--- config.mk ---
export PLATFORM = sky130hd
export DESIGN_NAME = gain_stage
export DESIGN_NICKNAME = d
export VERILOG_FILES = /design/src/gain_stage.v /design/src/sample_fifo.v
export VERILOG_INCLUDE_DIRS = /design/src
export SDC_FILE = /design/constraint.sdc
export NUM_CORES = 2
export LEC_CHECK = 0
export BUFFER_PORTS_ARGS = -buffer_cell sky130_fd_sc_hd__clkbuf_2
export CAP_MARGIN = 20
export CORE_ASPECT_RATIO = 0.7
export CORE_MARGIN = 3
export CORE_UTILIZATION = 58
export CTS_BUF_LIST = sky130_fd_sc_hd__clkbuf_2
export DETAILED_ROUTE_END_ITERATION = 16
export GPL_TIMING_DRIVEN = 0
export PLACE_DENSITY = 0.81
export SLEW_MARGIN = 40
export SYNTH_ARGS = -nofsm -noshare
export SYNTH_HDL_FRONTEND = slang
export SYNTH_SLANG_ARGS = --single-unit
--- constraint.sdc ---
create_clock -name clk -period 44.4 [get_ports clk]
set_clock_uncertainty 0.1 [all_clocks]
set_input_delay 2.22 -clock clk [delete_from_list [all_inputs] [get_ports clk]]
set_output_delay 2.22 -clock clk [all_outputs]
set_load 0.03 [all_outputs]
--- src/gain_defines.vh ---
// Purpose: constants for the digital coarse/fine gain stage
// Assumes: registers written by a simple address/data write port from the serial control logic
// Notes  : register offsets are the printed word addresses
//
// Summary of operation
// - each channel has its own four-bit coarse gain code
// - selector bit 0 means coarse codes are decibel steps
// - db codes 0..12 give 0..12 dB in 1 dB steps, higher codes unused
// - selector bit 1 means coarse codes are multiplicative factors
// - factor codes 0..13 give 1x through 50x, codes 14 and 15 unused
// - coarse path keeps more than eight bits internally
// - each converter branch has its own seven-bit fine trim code
// - fine trim only acts while the fine enable bit is 1
// - fine path keeps enough resolution that no codes go missing
// - quad lane codes sit in nibbles of register quad_coarse_gain_codes, lane1 lowest
// - register dual_single_coarse_gain_codes holds dual lanes in 3:0, 7:4 and single in 11:8
// - register gain_mode_config holds scale selector bit0, fine enable bit1, factor default
// - fine enable resets off, coarse codes reset to unity
// - registers fine_trim_branches_1_2..fine_trim_branches_7_8 hold odd trim in 6:0, even in 14:8
// - trim is ones-complement in 2^-13 units added to unity
`ifndef GAIN_DEFINES_VH
`define GAIN_DEFINES_VH
`define ADDR_QUAD_COARSE   8'h2a
`define ADDR_DUAL_COARSE   8'h2b
`define ADDR_GAIN_MODE     8'h33
`define ADDR_TRIM_12       8'h34
`define ADDR_TRIM_34       8'h35
`define ADDR_TRIM_56       8'h36
`define ADDR_TRIM_78       8'h37
`define RST_QUAD_COARSE    16'h0000
`define RST_DUAL_COARSE    16'h0000
`define RST_GAIN_MODE      16'h0001
`define RST_TRIM           16'h0000
`define BIT_SCALE_SEL      0
`define BIT_FINE_EN        1
`define MODE_SINGLE        2'h0
`define MODE_DUAL          2'h1
`define MODE_QUAD          2'h2
`define COARSE_FRAC        8
`define TRIM_FRAC          13
`endif

--- src/gain_stage.v ---
// Purpose: digital coarse and fine gain on interleaved converter samples
// Assumes: one sample per clock tagged with lane and branch; registers written by serial control
// Notes  : samples are signed offset-free two's complement 8-bit
`timescale 1ns/10ps
`include "gain_defines.vh"
`default_nettype none
module gain_stage #(
  parameter FIFO_DEPTH = 32,
  parameter FIFO_AW    = 5
) (
  input  wire        clk,
  input  wire        rst_b,
  input  wire        reg_wr,
  input  wire        reg_rd,
  input  wire [7:0]  reg_addr,
  input  wire [15:0] reg_wdata,
  output reg  [15:0] reg_rdata_ff,
  output reg         reg_rvalid_ff,
  input  wire [1:0]  chan_mode,
  input  wire [7:0]  in_sample,
  input  wire [1:0]  in_lane,
  input  wire [2:0]  in_branch,
  input  wire        in_valid,
  output reg         in_ready_ff,
  output reg  [7:0]  out_sample_ff,
  output reg  [1:0]  out_lane_ff,
  output reg         out_valid_ff,
  input  wire        out_ready
);
  // ----------------------------------------------------------------
  // registers
  // ----------------------------------------------------------------
  reg [15:0] quad_coarse_gain_codes_ff;
  reg [15:0] dual_single_coarse_gain_codes_ff;
  reg [15:0] gain_mode_config_ff;
  reg [15:0] fine_trim_ff [0:3];
  reg [15:0] nxt_rdata;

  always @(posedge clk)
  begin
    if (!rst_b)
    begin
      quad_coarse_gain_codes_ff        <= `RST_QUAD_COARSE;
      dual_single_coarse_gain_codes_ff <= `RST_DUAL_COARSE;
      gain_mode_config_ff              <= `RST_GAIN_MODE;
      fine_trim_ff[0] <= `RST_TRIM;
      fine_trim_ff[1] <= `RST_TRIM;
      fine_trim_ff[2] <= `RST_TRIM;
      fine_trim_ff[3] <= `RST_TRIM;
    end
    else if (reg_wr)
    begin
      case (reg_addr)
        `ADDR_QUAD_COARSE: quad_coarse_gain_codes_ff <= reg_wdata;
        `ADDR_DUAL_COARSE: dual_single_coarse_gain_codes_ff <= {4'h0, reg_wdata[11:0]};
        `ADDR_GAIN_MODE:   gain_mode_config_ff <= {14'h0000, reg_wdata[1:0]};
        `ADDR_TRIM_12:     fine_trim_ff[0] <= {1'b0, reg_wdata[14:8], 1'b0, reg_wdata[6:0]};
        `ADDR_TRIM_34:     fine_trim_ff[1] <= {1'b0, reg_wdata[14:8], 1'b0, reg_wdata[6:0]};
        `ADDR_TRIM_56:     fine_trim_ff[2] <= {1'b0, reg_wdata[14:8], 1'b0, reg_wdata[6:0]};
        `ADDR_TRIM_78:     fine_trim_ff[3] <= {1'b0, reg_wdata[14:8], 1'b0, reg_wdata[6:0]};
        default:           ;
      endcase
    end
  end

  always @*
  begin
    case (reg_addr)
      `ADDR_QUAD_COARSE: nxt_rdata = quad_coarse_gain_codes_ff;
      `ADDR_DUAL_COARSE: nxt_rdata = dual_single_coarse_gain_codes_ff;
      `ADDR_GAIN_MODE:   nxt_rdata = gain_mode_config_ff;
      `ADDR_TRIM_12:     nxt_rdata = fine_trim_ff[0];
      `ADDR_TRIM_34:     nxt_rdata = fine_trim_ff[1];
      `ADDR_TRIM_56:     nxt_rdata = fine_trim_ff[2];
      `ADDR_TRIM_78:     nxt_rdata = fine_trim_ff[3];
      default:           nxt_rdata = 16'h0000;
    endcase
  end

  always @(posedge clk)
  begin
    if (!rst_b)
    begin
      reg_rdata_ff  <= 16'h0000;
      reg_rvalid_ff <= 1'b0;
    end
    else
    begin
      reg_rdata_ff  <= reg_rd ? nxt_rdata : reg_rdata_ff;
      reg_rvalid_ff <= reg_rd;
    end
  end

  // ----------------------------------------------------------------
  // code selection, captured with the sample
  // ----------------------------------------------------------------
  reg [3:0] coarse_code;
  reg [6:0] trim_code;
  wire      accept;

  assign accept = in_valid & in_ready_ff;

  always @*
  begin
    case (chan_mode)
      `MODE_QUAD: coarse_code = quad_coarse_gain_codes_ff[in_lane*4 +: 4];
      `MODE_DUAL: coarse_code = dual_single_coarse_gain_codes_ff[in_lane[0]*4 +: 4];
      default:    coarse_code = dual_single_coarse_gain_codes_ff[11:8];
    endcase
    // odd branch (1,3,5,7) lives in the low field
    trim_code = fine_trim_ff[in_branch[2:1]][in_branch[0]*8 +: 7];
  end

  // coarse gain as unsigned q6.8 multiplier; unused codes hold unity so output stays sane
  function [13:0] coarse_mult;
    input       scale_sel;
    input [3:0] code;
    begin
      if (scale_sel)
      begin
        case (code)
          4'h0: coarse_mult = 14'h0100;
          4'h1: coarse_mult = 14'h0140;
          4'h2: coarse_mult = 14'h0200;
          4'h3: coarse_mult = 14'h0280;
          4'h4: coarse_mult = 14'h0400;
          4'h5: coarse_mult = 14'h0500;
          4'h6: coarse_mult = 14'h0800;
          4'h7: coarse_mult = 14'h0a00;
          4'h8: coarse_mult = 14'h0c80;
          4'h9: coarse_mult = 14'h1000;
          4'ha: coarse_mult = 14'h1400;
          4'hb: coarse_mult = 14'h1900;
          4'hc: coarse_mult = 14'h2000;
          4'hd: coarse_mult = 14'h3200;
          default: coarse_mult = 14'h0100;
        endcase
      end
      else
      begin
        case (code)
          4'h0: coarse_mult = 14'h0100;
          4'h1: coarse_mult = 14'h011f;
          4'h2: coarse_mult = 14'h0143;
          4'h3: coarse_mult = 14'h016a;
          4'h4: coarse_mult = 14'h0196;
          4'h5: coarse_mult = 14'h01c7;
          4'h6: coarse_mult = 14'h01ff;
          4'h7: coarse_mult = 14'h023d;
          4'h8: coarse_mult = 14'h0282;
          4'h9: coarse_mult = 14'h02d0;
          4'ha: coarse_mult = 14'h0329;
          4'hb: coarse_mult = 14'h038c;
          4'hc: coarse_mult = 14'h03fb;
          default: coarse_mult = 14'h0100;
        endcase
      end
    end
  endfunction

  // ----------------------------------------------------------------
  // stage 1: latch sample with its gain settings
  // ----------------------------------------------------------------
  reg signed [7:0] s1_sample_ff;
  reg [13:0]       s1_mult_ff;
  reg [6:0]        s1_trim_ff;
  reg              s1_fine_en_ff;
  reg [1:0]        s1_lane_ff;
  reg              s1_valid_ff;

  always @(posedge clk)
  begin
    if (!rst_b)
    begin
      s1_sample_ff  <= 8'h00;
      s1_mult_ff    <= 14'h0100;
      s1_trim_ff    <= 7'h00;
      s1_fine_en_ff <= 1'b0;
      s1_lane_ff    <= 2'h0;
      s1_valid_ff   <= 1'b0;
    end
    else
    begin
      s1_valid_ff <= accept;
      if (accept)
      begin
        // settings captured per sample so a write never splits one sample
        s1_sample_ff  <= in_sample;
        s1_mult_ff    <= coarse_mult(gain_mode_config_ff[`BIT_SCALE_SEL], coarse_code);
        s1_trim_ff    <= trim_code;
        s1_fine_en_ff <= gain_mode_config_ff[`BIT_FINE_EN];
        s1_lane_ff    <= in_lane;
      end
    end
  end

  // ----------------------------------------------------------------
  // stage 2: fine trim then coarse gain, full precision
  // ----------------------------------------------------------------
  reg signed [14:0] trim_gain;
  reg signed [23:0] fine_prod;
  reg signed [38:0] full_prod;
  reg signed [16:0] scaled;
  reg [7:0]         nxt_out;

  always @*
  begin
    // ones-complement: negative codes are one above their two's value, so 7f and 00 both give unity
    if (!s1_fine_en_ff)
      trim_gain = 15'sh2000;
    else if (s1_trim_ff[6])
      trim_gain = 15'sh2000 + {{8{1'b1}}, s1_trim_ff} + 15'sh0001;
    else
      trim_gain = 15'sh2000 + {8'h00, s1_trim_ff};
    // keep all 13 trim fraction bits and 8 coarse fraction bits before rounding
    fine_prod = s1_sample_ff * trim_gain;
    full_prod = fine_prod * $signed({1'b0, s1_mult_ff});
    scaled    = full_prod[37:21] + {16'h0000, full_prod[20]};
  end

  // ----------------------------------------------------------------
  // saturation to the 8-bit output range
  // ----------------------------------------------------------------
  always @*
  begin
    if (scaled > 17'sd127)
      nxt_out = 8'h7f;
    else if (scaled < -17'sd128)
      nxt_out = 8'h80;
    else
      nxt_out = scaled[7:0];
  end

  // ----------------------------------------------------------------
  // output buffering
  // ----------------------------------------------------------------
  wire [9:0] fifo_out;
  wire       fifo_valid;
  wire       fifo_in_ready;
  wire       fifo_pop;

  sample_fifo #(
    .WIDTH (10),
    .DEPTH (FIFO_DEPTH),
    .AW    (FIFO_AW)
  ) u_fifo (
    .clk       (clk),
    .rst_b     (rst_b),
    .in_data   ({s1_lane_ff, nxt_out}),
    .in_valid  (s1_valid_ff),
    .in_ready  (fifo_in_ready),
    .out_data  (fifo_out),
    .out_valid (fifo_valid),
    .out_ready (fifo_pop)
  );

  assign fifo_pop = fifo_valid & (~out_valid_ff | out_ready);

  // ----------------------------------------------------------------
  // input flow control
  // ----------------------------------------------------------------
  // ready is registered, so one more sample may arrive after it falls and one
  // may still sit in stage 1: keep three places free rather than drop a sample
  reg  [FIFO_AW+1:0] level_ff;
  wire [FIFO_AW+1:0] nxt_level;
  wire               room;

  assign nxt_level = level_ff + {{(FIFO_AW+1){1'b0}}, accept} - {{(FIFO_AW+1){1'b0}}, fifo_pop};
  assign room      = (level_ff + {{FIFO_AW{1'b0}}, 2'd3}) <= FIFO_DEPTH;

  always @(posedge clk)
  begin
    if (!rst_b)
    begin
      level_ff    <= {(FIFO_AW+2){1'b0}};
      in_ready_ff <= 1'b0;
    end
    else
    begin
      level_ff    <= nxt_level;
      in_ready_ff <= fifo_in_ready & room;
    end
  end

  // ----------------------------------------------------------------
  // output register
  // ----------------------------------------------------------------
  always @(posedge clk)
  begin
    if (!rst_b)
    begin
      out_sample_ff <= 8'h00;
      out_lane_ff   <= 2'h0;
      out_valid_ff  <= 1'b0;
    end
    else
    begin
      if (fifo_pop)
      begin
        out_sample_ff <= fifo_out[7:0];
        out_lane_ff   <= fifo_out[9:8];
        out_valid_ff  <= 1'b1;
      end
      else if (out_ready)
      begin
        out_valid_ff <= 1'b0;
      end
    end
  end
endmodule // gain_stage
`default_nettype wire

--- src/sample_fifo.v ---
// Purpose: synchronous fifo between gain pipeline and output stage
// Assumes: single clock
// Notes  : depth must be a power of two
`timescale 1ns/10ps
`default_nettype none
module sample_fifo #(
  parameter WIDTH = 11,
  parameter DEPTH = 32,
  parameter AW    = 5
) (
  input  wire             clk,
  input  wire             rst_b,
  input  wire [WIDTH-1:0] in_data,
  input  wire             in_valid,
  output wire             in_ready,
  output wire [WIDTH-1:0] out_data,
  output wire             out_valid,
  input  wire             out_ready
);
  reg [WIDTH-1:0] mem [0:DEPTH-1];
  reg [AW:0]      wr_ptr_ff;
  reg [AW:0]      rd_ptr_ff;
  wire            full;
  wire            empty;
  wire            push;
  wire            pop;

  assign full      = (wr_ptr_ff[AW] != rd_ptr_ff[AW]) && (wr_ptr_ff[AW-1:0] == rd_ptr_ff[AW-1:0]);
  assign empty     = (wr_ptr_ff == rd_ptr_ff);
  assign in_ready  = ~full;
  assign out_valid = ~empty;
  assign push      = in_valid & ~full;
  assign pop       = out_ready & ~empty;
  assign out_data  = mem[rd_ptr_ff[AW-1:0]];

  always @(posedge clk)
  begin
    if (push)
    begin
      mem[wr_ptr_ff[AW-1:0]] <= in_data;
    end
  end

  always @(posedge clk)
  begin
    if (!rst_b)
    begin
      wr_ptr_ff <= {(AW+1){1'b0}};
      rd_ptr_ff <= {(AW+1){1'b0}};
    end
    else
    begin
      if (push)
      begin
        wr_ptr_ff <= wr_ptr_ff + {{AW{1'b0}}, 1'b1};
      end
      if (pop)
      begin
        rd_ptr_ff <= rd_ptr_ff + {{AW{1'b0}}, 1'b1};
      end
    end
  end
endmodule // sample_fifo
`default_nettype wire

==> results.md <==
- VDD IR-drop max: 0.0396 mV
- Power per Cell Area: 30.8 nW/µm²
- Final routed DRC violation total: 0
- Share of the yosys chip area belonging to registers: 37.0%
- Root buffer selected by CTS: clkbuf_2
- Slew Limit Headroom: 39.2%
- Cell with the most instances on the worst path: fa_1
- Global-route wire length before repair: 148000 µm
- Cell type group with the largest total delay on the critical path: adder cells
- Top cells by instance count after synthesis: inv_1 (454), nand2_1 (385), edfxtp_1 (376), fa_1 (373), and2_1 (291)
- Slowest cell on the critical path: fa_1
- Total detailed-routing wirelength: 93300 µm
- Buf+Inv Stages, Crit Path: 7
- Post-synthesis register bit count: 487
- Layout Nets: 4107
- Initial detailed-routing violation count: 3153
- Post-CTS Setup Bufs: 0
- Worst Tran Pin Value: 0.909 ns
- Largest driver fanout on the critical path: 17
- Vias: 26.4k
- Source-to-sink clock delay at the later pin of the worst-skew pair: 1.15 ns
- Sink Count: 487
- Ys Warns: 0
- Global placement routability congestion: 0.985
- Total internal power: 792 µW
- Clock transition at the registers of the reported paths: 0.11 ns
- Switching share of power: 34.5%
- Number of gates resized after CTS: 0
- All-layer global routing usage: 28.9%
- Number of max-capacitance violations reported: 0
- Overall die area: 66100 µm²
- Maximum number of pins on one net before global-route repair: 34
- Top-count cell post-synth: inv_1
- Final number of max-transition violations: 0
- Result of the run: finished clean
- Layout Area Growth over Synthesis: 7.63%
- Nets in the synthesized netlist: 3915
- Number of buffers on the longest clock path: 3
- Cell count after synthesis: 3329
- Initial Utilization: 59.0%
- Combinational share of power: 28.3%
- Final count of hold timing violations: 0
- Leakage power: 16.4 nW
- Detail Route Antenna Nets: 0
- Post-route total power: 1.21 mW
- Cell types with the largest area share after synthesis: edfxtp_1 (31%), fa_1 (20%), dfxtp_1 (6.1%), ha_1 (5.8%), and2_1 (5.0%)
- Mean post-synth cell area: 11.0 µm²
- Number of buffers created by CTS: 111
- Fraction of final layout cells with drive strength greater than 1: 11.7%
- Startpoint-to-endpoint class of the critical path: reg2reg
- Sort of element at the start of the critical path: register
- Portion of total power attributed to sequential cells: 47.2%
- Accumulated negative setup slack: 0 ns
- Number of levels in the clock H-tree: 3
- Rows: 76
- Via density: 5.95
- CTS tree: built
- Total net switching power: 417 µW
- Crit share post-route: 37.9%
- Tmin final: 16.82 ns
- Routed length per instance: 21.0 µm
- Die outline height: 216 µm
- CTS Hold Bufs: 0
- Die W: 306 µm
- Final setup violating endpoints: 0
- Gr ovfl total: 0
- Clk pwr share: 24.5%
- Highest Clock Rate: 59.5 MHz
- Req. time, crit path: 45.10 ns
- Number of top-level pins: 74
- Data arrival time of the critical path: 17.52 ns
- Async SR Flop Fraction: 0%
- Delay of the slowest cell on the worst path: 0.86 ns
- Number of iterations in the first detailed-routing pass: 8
- Unrepaired setup endpoints after global routing: false
- Number of antenna violations at the first check in global routing: 3
- Count of buffers from port buffering: 68
- Netlist area before placement: 36500 µm²
- Area share of the largest cell type after synthesis: 30.9%
- Top_reg_cell synth: edfxtp_1
- Distinct cell type count of the synthesized netlist: 81
- Post-detailed-placement half-perimeter wirelength: 71700 µm
- Count of flip-flops with a built-in enable after synthesis: 376
- Class of the tightest hold or removal check: reg2reg
- Critical Path Sink Type: register
- Floorplan core area: 61900 µm²
- Vias in the first global route: 26.6k
- Yosys top cell by area: edfxtp_1
[layout make-up]
type	instances	area, µm²
Clock buffer	180	901
Fill cell	4780	22600
Clock inverter	30	180
Sequential cell	487	13500
Buffer	168	646
Timing Repair Buffer	79	475
Inverter	456	1710
Tap cell	819	1020
Multi-Input combinational cell	2218	20900
Antenna cell	5	12.5
[routing by layer]
| layer | track usage (%) | wire length, µm | up-vias |
|---|---|---|---|
| met2 | 42.5 | 39800 | 1624 |
| met3 | 6.77 | 12400 | 164 |
| met1 | 43.2 | 39200 | 13041 |
| met4 | 7.96 | 2010 | 0 |
| li1 | - | - | 11606 |
| met5 | 0 | 0 | - |
[cell families after synthesis]
group                      synth area share [%]
AOI/OAI and AO/OA                          8.08
adders and majority gates                  26.2
muxes                                      7.05
xor gates and xnor gates                   1.87
and+or+nand+nor                            13.4
buffers and inverters                      6.42
DFF                                        37.0
[final timing paths]
path / from / endpoint / depth (start not counted) / slack (ns)
min: s1_sample_ff[3] / s1_sample_ff[3] / 2 / 0.38
max: s1_trim_ff[0] / u_fifo.mem[4][0] / 49 / 27.58
max reg2reg: s1_trim_ff[0] / u_fifo.mem[4][0] / 49 / 27.58
min reg2reg: s1_sample_ff[3] / s1_sample_ff[3] / 2 / 0.38
[cell usage in the layout, fill, tap and decap left out, drive strengths merged, types with 20 or more instances in the layout]
cell type	Yosys	final
a22oi	28	28
a221oi	34	34
nand3	31	31
xnor2	54	54
buf	18	28
mux2i	100	100
nor3	21	21
nor2b	43	43
ha	168	168
edfxtp	376	376
a21oi	85	85
clkinv	0	26
nor2	118	118
nand2	385	385
xor2	22	22
and2	292	292
inv	456	458
mux2	20	20
mux4	60	60
a21boi	53	53
fa	373	373
clkbuf	150	399
and3	21	21
o21ai	101	101
dfxtp	111	111
[per-stage QoR]
| step | instances | cell area [µm²] | setup slack [ns] | util, % | hold WS [ns] |
|---|---|---|---|---|---|
| floorplan | 3329 | 36500 | 30.12 | - | 0.342 |
| global placement | 4216 | 37900 | 25.80 | 61.2 | 0.354 |
| detailed placement | 4226 | 38200 | 27.96 | 61.7 | 0.358 |
| CTS | 4436 | 39300 | 27.85 | 63.5 | 0.377 |
| global route | 4442 | 39300 | 26.68 | 63.5 | 0.400 |
| finish | 4442 | 39300 | 27.58 | 63.5 | 0.376 |
[worst reg2reg max path, delay by kind of cell (launching register included)]
family | cells | cell delay (ns)
buf+inv | 7 | 1.28
fa+ha+maj | 12 | 6.30
simple gates | 7 | 1.40
xor+xnor | 4 | 1.54
flops | 1 | 0.48
compound gates | 19 | 5.43
[power groups by stage]
stage / sequential (mW) / clock, mW / combinational [mW]
after floorplan: 0.584 / 0 / 0.197
after global placement: 0.586 / 0 / 0.297
after detailed placement: 0.581 / 0 / 0.333
after CTS: 0.570 / 0.299 / 0.336
after global routing: 0.572 / 0.323 / 0.369
final: 0.571 / 0.296 / 0.343
[sequential cells by signal, summed over array words and instances, names as in the netlist]
name	count
u_fifo.wr_ptr_ff	6
reg_rvalid_ff	1
s1_mult_ff	14
gain_mode_config_ff	2
dual_single_coarse_gain_codes_ff	12
s1_sample_ff	8
out_lane_ff	2
s1_fine_en_ff	1
fine_trim_ff	56
in_ready_ff	1
s1_trim_ff	7
out_sample_ff	8
s1_lane_ff	2
u_fifo.mem	320
reg_rdata_ff	16
u_fifo.rd_ptr_ff	6
out_valid_ff	1
level_ff	7
quad_coarse_gain_codes_ff	16
s1_valid_ff	1
(Power assumes the default switching activity.)
